===== src/design/timer_ab_defines.vh =====
// Purpose: Offsets, field positions, codes and reset values of the timer
//          group register map.
// Assumes: Avalon-MM byte address, one 32-bit word per register.
// Notes:   Word index is the byte address divided by four.
`ifndef TIMER_AB_DEFINES_VH
`define TIMER_AB_DEFINES_VH

// Word indices of the registers.
`define IDX_RUN         6'h00
`define IDX_UPDOWN      6'h01
`define IDX_STATUS      6'h02
`define IDX_MASK        6'h03
`define IDX_A_MODE      6'h04
`define IDX_A_COUNT     6'h0C
`define IDX_B_MODE      6'h14
`define IDX_B_COUNT     6'h1C

// Field positions.
`define RUN_A_LSB       0
`define RUN_B_LSB       8
`define UPDN_DIR_LSB    0
`define UPDN_TWO_LSB    5
`define STS_A_LSB       0
`define STS_B_LSB       8
`define MODE_SRC        2:0
`define A_MODE_PWM      3
`define A_MODE_INV      4
`define B_MODE_FN       4:3
`define B_MODE_OVF      5

// Count source codes.
`define SRC_DIV1        3'h0
`define SRC_DIV2        3'h1
`define SRC_DIV8        3'h2
`define SRC_DIV32       3'h3
`define SRC_DIV64       3'h4
`define SRC_SUB32       3'h5
`define SRC_OSC         3'h6
`define SRC_COUNT       3'h7

// B-channel functions.
`define BFN_TIMER       2'h0
`define BFN_PERIOD      2'h1
`define BFN_WIDTH       2'h2

// Prescaler terminal counts.
`define PRE_DIV8_TC     3'h7
`define PRE_DIV32_TC    5'h1F
`define PRE_DIV64_TC    6'h3F
`define SUB_DIV32_TC    5'h1F

// Reset values.
`define RST_WORD        32'h0000_0000
`define RST_MODE        5'h00

`endif


===== src/design/timer_ab_counter_unit.v =====
// Purpose: Timer group of A-channel and B-channel counters behind an
//          Avalon-MM slave with a masked, sticky interrupt.
// Assumes: Pins and tick inputs are synchronous to ref_clk.
// Notes:   A channels run timer or PWM; B channels time or measure pulses.
//
// The Avalon-MM register port and the register offsets are this design's own decisions.
`timescale 1ns/10ps
`include "timer_ab_defines.vh"

module timer_ab_counter_unit #(
   parameter CW = 16,
   parameter NA = 5,
   parameter NB = 6
) (
   input  wire          ref_clk,
   input  wire          rst_n,
   input  wire [7:0]    avs_address,
   input  wire          avs_read,
   input  wire          avs_write,
   input  wire [31:0]   avs_writedata,
   input  wire [3:0]    avs_byteenable,
   output wire [31:0]   avs_readdata,
   output wire          avs_waitrequest,
   input  wire          sub_clock_tick,
   input  wire          osc_125k_tick,
   input  wire [NB-1:0] timer_b_pulse_pin,
   output wire [NA-1:0] timer_a_wave_pin,
   output wire          irq
);

   reg  [31:0]   rdata_q;
   reg           wait_q;
   reg           irq_q;
   reg  [NA-1:0] wave_q;
   reg  [NA-1:0] a_run_q;
   reg  [NB-1:0] b_run_q;
   reg  [NA-1:0] a_dir_q;
   reg  [2:0]    two_phase_q;
   reg  [NB+7:0] sts_q;
   reg  [NB+7:0] msk_q;
   reg  [CW-1:0] a_cnt_q [0:NA-1];
   reg  [CW-1:0] a_rld_q [0:NA-1];
   reg  [4:0]    a_mode_q [0:NA-1];
   reg  [NA-1:0] a_evt_q;
   reg  [CW-1:0] b_cnt_q [0:NB-1];
   reg  [CW-1:0] b_rld_q [0:NB-1];
   reg  [CW-1:0] b_cap_q [0:NB-1];
   reg  [4:0]    b_mode_q [0:NB-1];
   reg  [NB-1:0] b_ovf_q;
   reg  [NB-1:0] b_evt_q;
   reg  [NB-1:0] b_pin_q;
   reg  [31:0]   rd_mux;
   wire [5:0]    pre_tick;
   wire [6:0]    tick_vec;
   wire [5:0]    idx;
   wire [31:0]   be_mask;
   wire [31:0]   merged;
   wire          wr_fire;
   wire [NA-1:0] a_tick;
   wire [NA-1:0] a_wrap;
   wire [NB-1:0] b_tick;
   wire [NB-1:0] b_meas;
   wire [NB-1:0] b_edge;
   wire [NB+7:0] sts_set;

   // Picks the tick of the selected count source.
   function sel_tick;
      input [2:0] s;
      input [6:0] v;
      begin
         sel_tick = (s < `SRC_COUNT) ? v[s] : 1'b0;
      end
   endfunction

   // One prescaler serves every channel of both groups.
   timer_prescaler u_prescaler (
      .ref_clk        (ref_clk),
      .rst_n          (rst_n),
      .sub_clock_tick (sub_clock_tick),
      .tick           (pre_tick)
   );

   // Source vector indexed by the count source code.
   assign tick_vec = {osc_125k_tick, pre_tick};

   // Bus decode; a write lands on the edge that ends the wait.
   assign idx     = avs_address[7:2];
   assign wr_fire = avs_write & ~wait_q;
   assign be_mask = {{8{avs_byteenable[3]}}, {8{avs_byteenable[2]}},
                     {8{avs_byteenable[1]}}, {8{avs_byteenable[0]}}};
   assign merged  = (rd_mux & ~be_mask) | (avs_writedata & be_mask);

   // Per-channel tick, wrap and edge terms.
   genvar g;
   generate
      for (g = 0; g < NA; g = g + 1) begin : gen_a
         assign a_tick[g] = a_run_q[g] &
                            sel_tick(a_mode_q[g][`MODE_SRC], tick_vec);
         assign a_wrap[g] = a_dir_q[g] ? (a_cnt_q[g] == a_rld_q[g]) :
                            (a_cnt_q[g] == {CW{1'b0}});
      end
      for (g = 0; g < NB; g = g + 1) begin : gen_b
         assign b_tick[g] = b_run_q[g] &
                            sel_tick(b_mode_q[g][`MODE_SRC], tick_vec);
         assign b_meas[g] = (b_mode_q[g][`B_MODE_FN] == `BFN_PERIOD) ||
                            (b_mode_q[g][`B_MODE_FN] == `BFN_WIDTH);
         assign b_edge[g] = b_run_q[g] & (
            (b_mode_q[g][`B_MODE_FN] == `BFN_PERIOD) ?
               (timer_b_pulse_pin[g] & ~b_pin_q[g]) :
            (b_mode_q[g][`B_MODE_FN] == `BFN_WIDTH) ?
               (timer_b_pulse_pin[g] ^ b_pin_q[g]) : 1'b0);
      end
   endgenerate

   // Read multiplexer; unmapped words read as zero.
   always @* begin : rd_mux_comb
      integer k;
      k = 0;
      rd_mux = `RST_WORD;
      case (idx)
         `IDX_RUN: begin
            rd_mux[`RUN_A_LSB +: NA] = a_run_q;
            rd_mux[`RUN_B_LSB +: NB] = b_run_q;
         end
         `IDX_UPDOWN: begin
            rd_mux[`UPDN_DIR_LSB +: NA] = a_dir_q;
            rd_mux[`UPDN_TWO_LSB +: 3]  = two_phase_q;
         end
         `IDX_STATUS: rd_mux[NB+7:0] = sts_q;
         `IDX_MASK:   rd_mux[NB+7:0] = msk_q;
         default:     rd_mux = `RST_WORD;
      endcase
      for (k = 0; k < NA; k = k + 1) begin
         if (idx == `IDX_A_MODE + k[5:0]) begin
            rd_mux[4:0] = a_mode_q[k];
         end
         if (idx == `IDX_A_COUNT + k[5:0]) begin
            rd_mux[CW-1:0] = a_cnt_q[k];
         end
      end
      for (k = 0; k < NB; k = k + 1) begin
         if (idx == `IDX_B_MODE + k[5:0]) begin
            rd_mux[5:0] = {b_ovf_q[k], b_mode_q[k]};
         end
         if (idx == `IDX_B_COUNT + k[5:0]) begin
            rd_mux[CW-1:0] = b_meas[k] ? b_cap_q[k] : b_cnt_q[k];
         end
      end
   end

   // Slave handshake: waitrequest drops one cycle after a request.
   always @(posedge ref_clk or negedge rst_n) begin
      if (!rst_n) begin
         wait_q  <= 1'b1;
         rdata_q <= `RST_WORD;
      end else if (!wait_q) begin
         wait_q <= 1'b1;
      end else if (avs_read || avs_write) begin
         wait_q  <= 1'b0;
         rdata_q <= rd_mux;
      end
   end

   // Event sources for the sticky status.
   assign sts_set = {b_evt_q, {(8-NA){1'b0}}, a_evt_q};

   // Control, mask and sticky status; a new event beats a clear.
   always @(posedge ref_clk or negedge rst_n) begin
      if (!rst_n) begin
         a_run_q     <= {NA{1'b0}};
         b_run_q     <= {NB{1'b0}};
         a_dir_q     <= {NA{1'b0}};
         two_phase_q <= 3'h0;
         sts_q       <= {(NB+8){1'b0}};
         msk_q       <= {(NB+8){1'b0}};
         irq_q       <= 1'b0;
      end else begin
         if (wr_fire && idx == `IDX_RUN) begin
            a_run_q <= merged[`RUN_A_LSB +: NA];
            b_run_q <= merged[`RUN_B_LSB +: NB];
         end
         if (wr_fire && idx == `IDX_UPDOWN) begin
            a_dir_q     <= merged[`UPDN_DIR_LSB +: NA];
            two_phase_q <= merged[`UPDN_TWO_LSB +: 3];
         end
         if (wr_fire && idx == `IDX_MASK) begin
            msk_q <= merged[NB+7:0];
         end
         if (wr_fire && idx == `IDX_STATUS) begin
            sts_q <= (sts_q & ~(avs_writedata[NB+7:0] & be_mask[NB+7:0]))
                     | sts_set;
         end else begin
            sts_q <= sts_q | sts_set;
         end
         irq_q <= |(sts_q & msk_q);
      end
   end

   // A channels: timer with reload, or free-running PWM.
   always @(posedge ref_clk or negedge rst_n) begin : a_chan_seq
      integer k;
      if (!rst_n) begin
         for (k = 0; k < NA; k = k + 1) begin
            a_cnt_q[k]  <= {CW{1'b0}};
            a_rld_q[k]  <= {CW{1'b0}};
            a_mode_q[k] <= `RST_MODE;
         end
         a_evt_q <= {NA{1'b0}};
         wave_q  <= {NA{1'b0}};
      end else begin
         for (k = 0; k < NA; k = k + 1) begin
            a_evt_q[k] <= a_tick[k] & a_wrap[k] &
                          ~a_mode_q[k][`A_MODE_PWM];
            if (wr_fire && idx == `IDX_A_MODE + k[5:0]) begin
               a_mode_q[k] <= merged[4:0];
            end
            if (wr_fire && idx == `IDX_A_COUNT + k[5:0]) begin
               a_rld_q[k] <= merged[CW-1:0];
               if (!a_run_q[k]) begin
                  a_cnt_q[k] <= merged[CW-1:0];
               end
            end else if (a_tick[k]) begin
               if (a_mode_q[k][`A_MODE_PWM]) begin
                  a_cnt_q[k] <= a_cnt_q[k] + 1'b1;
               end else if (a_wrap[k]) begin
                  a_cnt_q[k] <= a_dir_q[k] ? {CW{1'b0}} : a_rld_q[k];
               end else if (a_dir_q[k]) begin
                  a_cnt_q[k] <= a_cnt_q[k] + 1'b1;
               end else begin
                  a_cnt_q[k] <= a_cnt_q[k] - 1'b1;
               end
            end
            // PWM level is active below the duty value, optionally inverted.
            if (a_mode_q[k][`A_MODE_PWM]) begin
               wave_q[k] <= (a_cnt_q[k] < a_rld_q[k]) ^
                            a_mode_q[k][`A_MODE_INV];
            end else if (a_tick[k] && a_wrap[k]) begin
               wave_q[k] <= ~wave_q[k];
            end
         end
      end
   end

   // B channels: reload timer, or period and width measurement.
   always @(posedge ref_clk or negedge rst_n) begin : b_chan_seq
      integer k;
      if (!rst_n) begin
         for (k = 0; k < NB; k = k + 1) begin
            b_cnt_q[k]  <= {CW{1'b0}};
            b_rld_q[k]  <= {CW{1'b0}};
            b_cap_q[k]  <= {CW{1'b0}};
            b_mode_q[k] <= `RST_MODE;
         end
         b_ovf_q <= {NB{1'b0}};
         b_evt_q <= {NB{1'b0}};
         b_pin_q <= {NB{1'b0}};
      end else begin
         b_pin_q <= timer_b_pulse_pin;
         for (k = 0; k < NB; k = k + 1) begin
            b_evt_q[k] <= b_meas[k] ? b_edge[k] :
                          (b_tick[k] && b_cnt_q[k] == {CW{1'b0}});
            if (wr_fire && idx == `IDX_B_MODE + k[5:0]) begin
               b_mode_q[k] <= merged[4:0];
               if (!b_run_q[k] && !merged[`B_MODE_OVF]) begin
                  b_ovf_q[k] <= 1'b0;
               end
            end
            if (wr_fire && idx == `IDX_B_COUNT + k[5:0]) begin
               b_rld_q[k] <= merged[CW-1:0];
               if (b_meas[k] || !b_run_q[k]) begin
                  b_cnt_q[k] <= merged[CW-1:0];
               end
            end else if (b_meas[k]) begin
               if (b_edge[k]) begin
                  b_cap_q[k] <= b_cnt_q[k];
                  b_cnt_q[k] <= {CW{1'b0}};
               end else if (b_tick[k]) begin
                  b_cnt_q[k] <= b_cnt_q[k] + 1'b1;
                  if (b_cnt_q[k] == {CW{1'b1}}) begin
                     b_ovf_q[k] <= 1'b1;
                  end
               end
            end else if (b_tick[k]) begin
               b_cnt_q[k] <= (b_cnt_q[k] == {CW{1'b0}}) ? b_rld_q[k] :
                             b_cnt_q[k] - 1'b1;
            end
         end
      end
   end

   // Outputs straight from flip-flops.
   assign avs_readdata     = rdata_q;
   assign avs_waitrequest  = wait_q;
   assign timer_a_wave_pin = wave_q;
   assign irq              = irq_q;

endmodule // timer_ab_counter_unit


===== src/design/timer_prescaler.v =====
// Purpose: Shared prescaler giving one-cycle count ticks for every divided
//          clock ratio used by the timer channels.
// Assumes: sub_clock_tick is a one-cycle pulse synchronous to ref_clk.
// Notes:   Tick order is divide by 1, 2, 8, 32, 64, sub-clock over 32.
`timescale 1ns/10ps
`include "timer_ab_defines.vh"

module timer_prescaler (
   input  wire       ref_clk,
   input  wire       rst_n,
   input  wire       sub_clock_tick,
   output wire [5:0] tick
);

   reg [5:0] div_q;
   reg [4:0] sub_q;
   reg [5:0] tick_q;

   // One free-running divider feeds the ref_clk ratios; sub_q divides the sub-clock.
   always @(posedge ref_clk or negedge rst_n) begin
      if (!rst_n) begin
         div_q  <= 6'h00;
         sub_q  <= 5'h00;
         tick_q <= 6'h00;
      end else begin
         div_q     <= div_q + 6'h01;
         if (sub_clock_tick) begin
            sub_q <= sub_q + 5'h01;
         end
         tick_q[0] <= 1'b1;
         tick_q[1] <= div_q[0];
         tick_q[2] <= (div_q[2:0] == `PRE_DIV8_TC);
         tick_q[3] <= (div_q[4:0] == `PRE_DIV32_TC);
         tick_q[4] <= (div_q == `PRE_DIV64_TC);
         tick_q[5] <= sub_clock_tick && (sub_q == `SUB_DIV32_TC);
      end
   end

   assign tick = tick_q;

endmodule // timer_prescaler


===== config.mk =====
export PLATFORM = sky130hd
export DESIGN_NAME = timer_ab_counter_unit
export DESIGN_NICKNAME = d
export VERILOG_FILES = /design/src/design/timer_ab_counter_unit.v /design/src/design/timer_prescaler.v
export VERILOG_INCLUDE_DIRS = /design/src /design/src/design
export SDC_FILE = /design/constraint.sdc
export NUM_CORES = 2
export LEC_CHECK = 0
export BUFFER_PORTS_ARGS = -buffer_cell sky130_fd_sc_hd__buf_2
export CORE_MARGIN = 2
export CORE_UTILIZATION = 60
export DETAILED_ROUTE_END_ITERATION = 10
export PLACE_DENSITY_LB_ADDON = 0.3
export SYNTH_ARGS = -nofsm -noshare
export SYNTH_HDL_FRONTEND = slang
export SYNTH_HIERARCHICAL = 1
export SYNTH_SLANG_ARGS = --single-unit
export TNS_END_PERCENT = 30

===== constraint.sdc =====
create_clock -name ref_clk -period 4 [get_ports ref_clk]
set_input_delay 0.4 -clock ref_clk [delete_from_list [all_inputs] [get_ports ref_clk]]
set_output_delay 0.4 -clock ref_clk [all_outputs]
set_load 0.005 [all_outputs]

==> impl_metrics.env <==
export IMPL_rows=95
export IMPL_port_buffers=58
export IMPL_finalHoldViolCount=0
export IMPL_cts_max_path_buffers=3
export IMPL_post_drt_wl_per_cell_um=27.4
export IMPL_rsz0062_at_grt="no"
export IMPL_worstPathRequired_ns=4.53
export IMPL_drt_pre_antenna_iters=6
export IMPL_grt_start_max_net_pins=102
export IMPL_holdWs_ns=0.0629
export IMPL_critPathLaunchType="register"
export IMPL_via_per_inst=6.84
export IMPL_cts_reportedPaths_clkPinSlew_ns=0.06
export IMPL_synth_ff_type="dfrtp_1"
export IMPL_fin_nets=4934
export IMPL_synthSimpleGateAreaFrac_pct=18.7
export IMPL_synth_distinct_cells=109
export IMPL_globalRouteTotalUtil_pct=44.5
export IMPL_area_growth_syn_to_layout_pct=10.3
export IMPL_worst_setup_path_end_kind="register"
export IMPL_cts_tree="yes"
export IMPL_routed_wl_um=156000
export IMPL_drtAntennaViolNets=0
export IMPL_cts_sinks=613
export IMPL_relSlewSlack_pct=7.19
export IMPL_die_w_um=264
export IMPL_setup_viol_count_final=0
export IMPL_initial_utilization_pct=60.5
export IMPL_power_density_nw_per_um2=542
export IMPL_cts_root_buffer="clkbuf_16"
export IMPL_finalNonFillerCells=5679
export IMPL_dp_cells=5540
export IMPL_synth_cells=4782
export IMPL_grt_pass1_vias=36800
export IMPL_status="finished, final reports clean"
export IMPL_hold_depth=2
export IMPL_p_leak_nw=19.7
export IMPL_ys_ff_latch=613
export IMPL_seq_area_frac_synth_pct=37.8
export IMPL_grt_pass1_wl_um=234000
export IMPL_drv_slew=0
export IMPL_place_congestion=1.08
export IMPL_clock_fmax_mhz=259
export IMPL_die_h_um=264
export IMPL_min_period_ns=3.86
export IMPL_worst_r2r_path_depth=12
export IMPL_synth_adder_area_share_pct=4.04
export IMPL_grt_ovfl_total=0
export IMPL_num_vias=38800
export IMPL_period_share_pct=96.6
export IMPL_min_path_type="input pin to register"
export IMPL_place_hpwl_um=112000
export IMPL_final_core_util_pct=66.8
export IMPL_fin_skew_ns=0.0258
export IMPL_syn_area_um2=40600
export IMPL_synth_edf_count=0
export IMPL_cap_violations=0
export IMPL_cp_max_fo=20
export IMPL_ir_worst_vdd_uv=406
export IMPL_synth_compound_area_share_pct=22.2
export IMPL_fill_cells=5571
export IMPL_muxShareOfSynthArea_pct=6.20
export IMPL_synthXorXnorAreaFrac_pct=4.79
export IMPL_antenna_found_initial=15
export IMPL_synthTopCellsByArea="dfrtp_1 38%, o21ai_0 5.5%, nand2_1 5.5%, ha_1 4.0%, a21oi_1 3.5%"
export IMPL_multi_input_area_um2=22800
export IMPL_ios=95
export IMPL_netlist_area_leader_share_pct=37.7
export IMPL_h_tree_depth=3
export IMPL_die_area_um2=69700
export IMPL_drtIter0Drc=5326
export IMPL_async_flop_share_pct=100
export IMPL_avgSynthCellArea_um2=8.49
export IMPL_cts_setup_buffers=0
export IMPL_synth_top_area_cell="dfrtp_1"
export IMPL_synth_top_family_by_area="compound AO/OA/AOI/OAI gates"
export IMPL_final_setup_tns_ns=0
export IMPL_numCtsBuffers=71
export IMPL_cp_arrival_ns=4.40
export IMPL_clk_latency_ns=0.63
export IMPL_coreArea_um2=67000
export IMPL_yosysWarningCount=6
export IMPL_drive_above_1_share_pct=12.9
export IMPL_seqCellArea_um2=15300
export IMPL_drc_errors=0
export IMPL_critical_path_class="register to register"
export IMPL_tightest_slew_ns=1.39
## cell usage after synthesis (47+ instances only)
| library cell | count |
|---|---|
| o221ai_1 | 47 |
| ha_1 | 131 |
| a21o_1 | 53 |
| dfrtp_1 | 612 |
| buf_2 | 78 |
| nand2_1 | 590 |
| nand4_1 | 60 |
| mux2i_1 | 90 |
| a21oi_1 | 281 |
| inv_1 | 165 |
| mux2_2 | 114 |
| xor2_1 | 97 |
| o22ai_1 | 50 |
| nor2_1 | 331 |
| o211ai_1 | 75 |
| o21ai_0 | 444 |
| a221oi_1 | 50 |
| nand3_1 | 150 |
| xnor2_1 | 125 |
| clkbuf_1 | 292 |
| nor3_1 | 122 |
## state kept, by name (all words and copies together) (netlist names)
name,flops
msk_q,14
u_prescaler/div_q,6
b_pin_q,6
a_cnt_q,80
b_run_q,6
b_cap_q,96
avs_readdata,16
a_rld_q,80
a_dir_q,5
b_rld_q,96
timer_a_wave_pin,5
b_mode_q,30
a_evt_q,5
b_evt_q,6
a_mode_q,25
sts_q,14
two_phase_q,3
b_ovf_q,6
u_prescaler/sub_q,5
u_prescaler/tick,6
a_run_q,5
b_cnt_q,96
irq,1
avs_waitrequest,1
## kinds of logic (layout without fill, tap and decap cells)
| family | count (synthesis) | count (layout) |
|---|---|---|
| AOI/OAI and AO/OA | 1404 | 1404 |
| xor gates and xnor gates | 222 | 222 |
| adders and majority gates | 131 | 131 |
| buffers and inverters | 601 | 601 |
| DFF | 613 | 613 |
| muxes | 219 | 219 |
| other | 2 | 26 |
| and+or+nand+nor | 1590 | 1590 |
## routing by layer
metal | up-vias | GRT usage, % | share of wire (%)
li1 | 17200 | - | -
met1 | 18800 | 59.5 | 39
met2 | 2337 | 67.3 | 44
met3 | 511 | 8.99 | 10
met4 | 0 | 26.2 | 6.5
met5 | - | 0 | 0
## worst paths after layout
kind | slack [ns] | end | start
setup / recovery | 0.14 | b_cnt_q[21] | b_mode_q[28]
hold / removal | 0.06 | u_prescaler/sub_q[0] | sub_clock_tick
setup reg to reg | 0.14 | b_cnt_q[21] | b_mode_q[28]
hold reg to reg | 0.44 | sts_q[3] | a_evt_q[3]
max in group asynchronous | 2.41 | a_cnt_q[8] | rst_n
min in group asynchronous | 0.52 | a_rld_q[42] | rst_n
## final cells by class
type,instances,area share [%]
timing repair buffer,307,5.58
multi-input combinational,3583,51.0
clock buffer,93,4.42
clock inverter,30,0.794
sequential,613,34.3
inverter,171,1.43
antenna,9,0.0503
tap,873,2.44
## layout by cell type, fill, tap and decap left out, drive strengths merged, types with 97 or more instances in the layout
| cell | netlist | final |
|---|---|---|
| dfrtp | 612 | 612 |
| buf | 135 | 300 |
| ha | 131 | 131 |
| xor2 | 97 | 97 |
| a21oi | 284 | 284 |
| nand3 | 150 | 150 |
| inv | 165 | 170 |
| mux2 | 115 | 115 |
| o21ai | 480 | 480 |
| nor3 | 126 | 126 |
| nand2 | 592 | 592 |
| xnor2 | 125 | 125 |
| nor2 | 340 | 340 |
## power by group
| group | total (mW) | switching [mW] | internal, mW |
|---|---|---|---|
| clock network | 6.65 | 2.76 | 3.89 |
| registers | 9.41 | 2.28 | 7.13 |
| logic | 8.23 | 4.69 | 3.53 |
## worst max-delay path, stage by stage (launching register included)
cell and delay [ns]:
dfrtp_1 0.40, inv_1 0.07, ha_1 0.33, mux2_2 0.25, o22ai_1 0.11, a221o_1 0.36, a21oi_1 0.16, buf_4 0.15
o21ai_0 0.22, a21oi_4 1.14, buf_4 0.31, nor2_1 0.07, o31ai_1 0.20
## timing repair
item / CTS / global route
endpoints found under the setup margin: 0 / 5
hold endpoints to repair: 92 / 0
hold buffers: 7 / 0
gates resized for setup: 0 / 1
## stage by stage
stage	total power [mW]	cell area (µm²)	setup WS (ns)
final	24.3	44800	0.136
after detailed placement	17.4	42300	0.150
after CTS	24.0	44700	0.158
after global placement	17.2	42300	0.201
after global routing	25.5	44800	0.0853
after floorplan	14.5	40600	1.12
No activity file was read; power rests on OpenSTA's default activity.
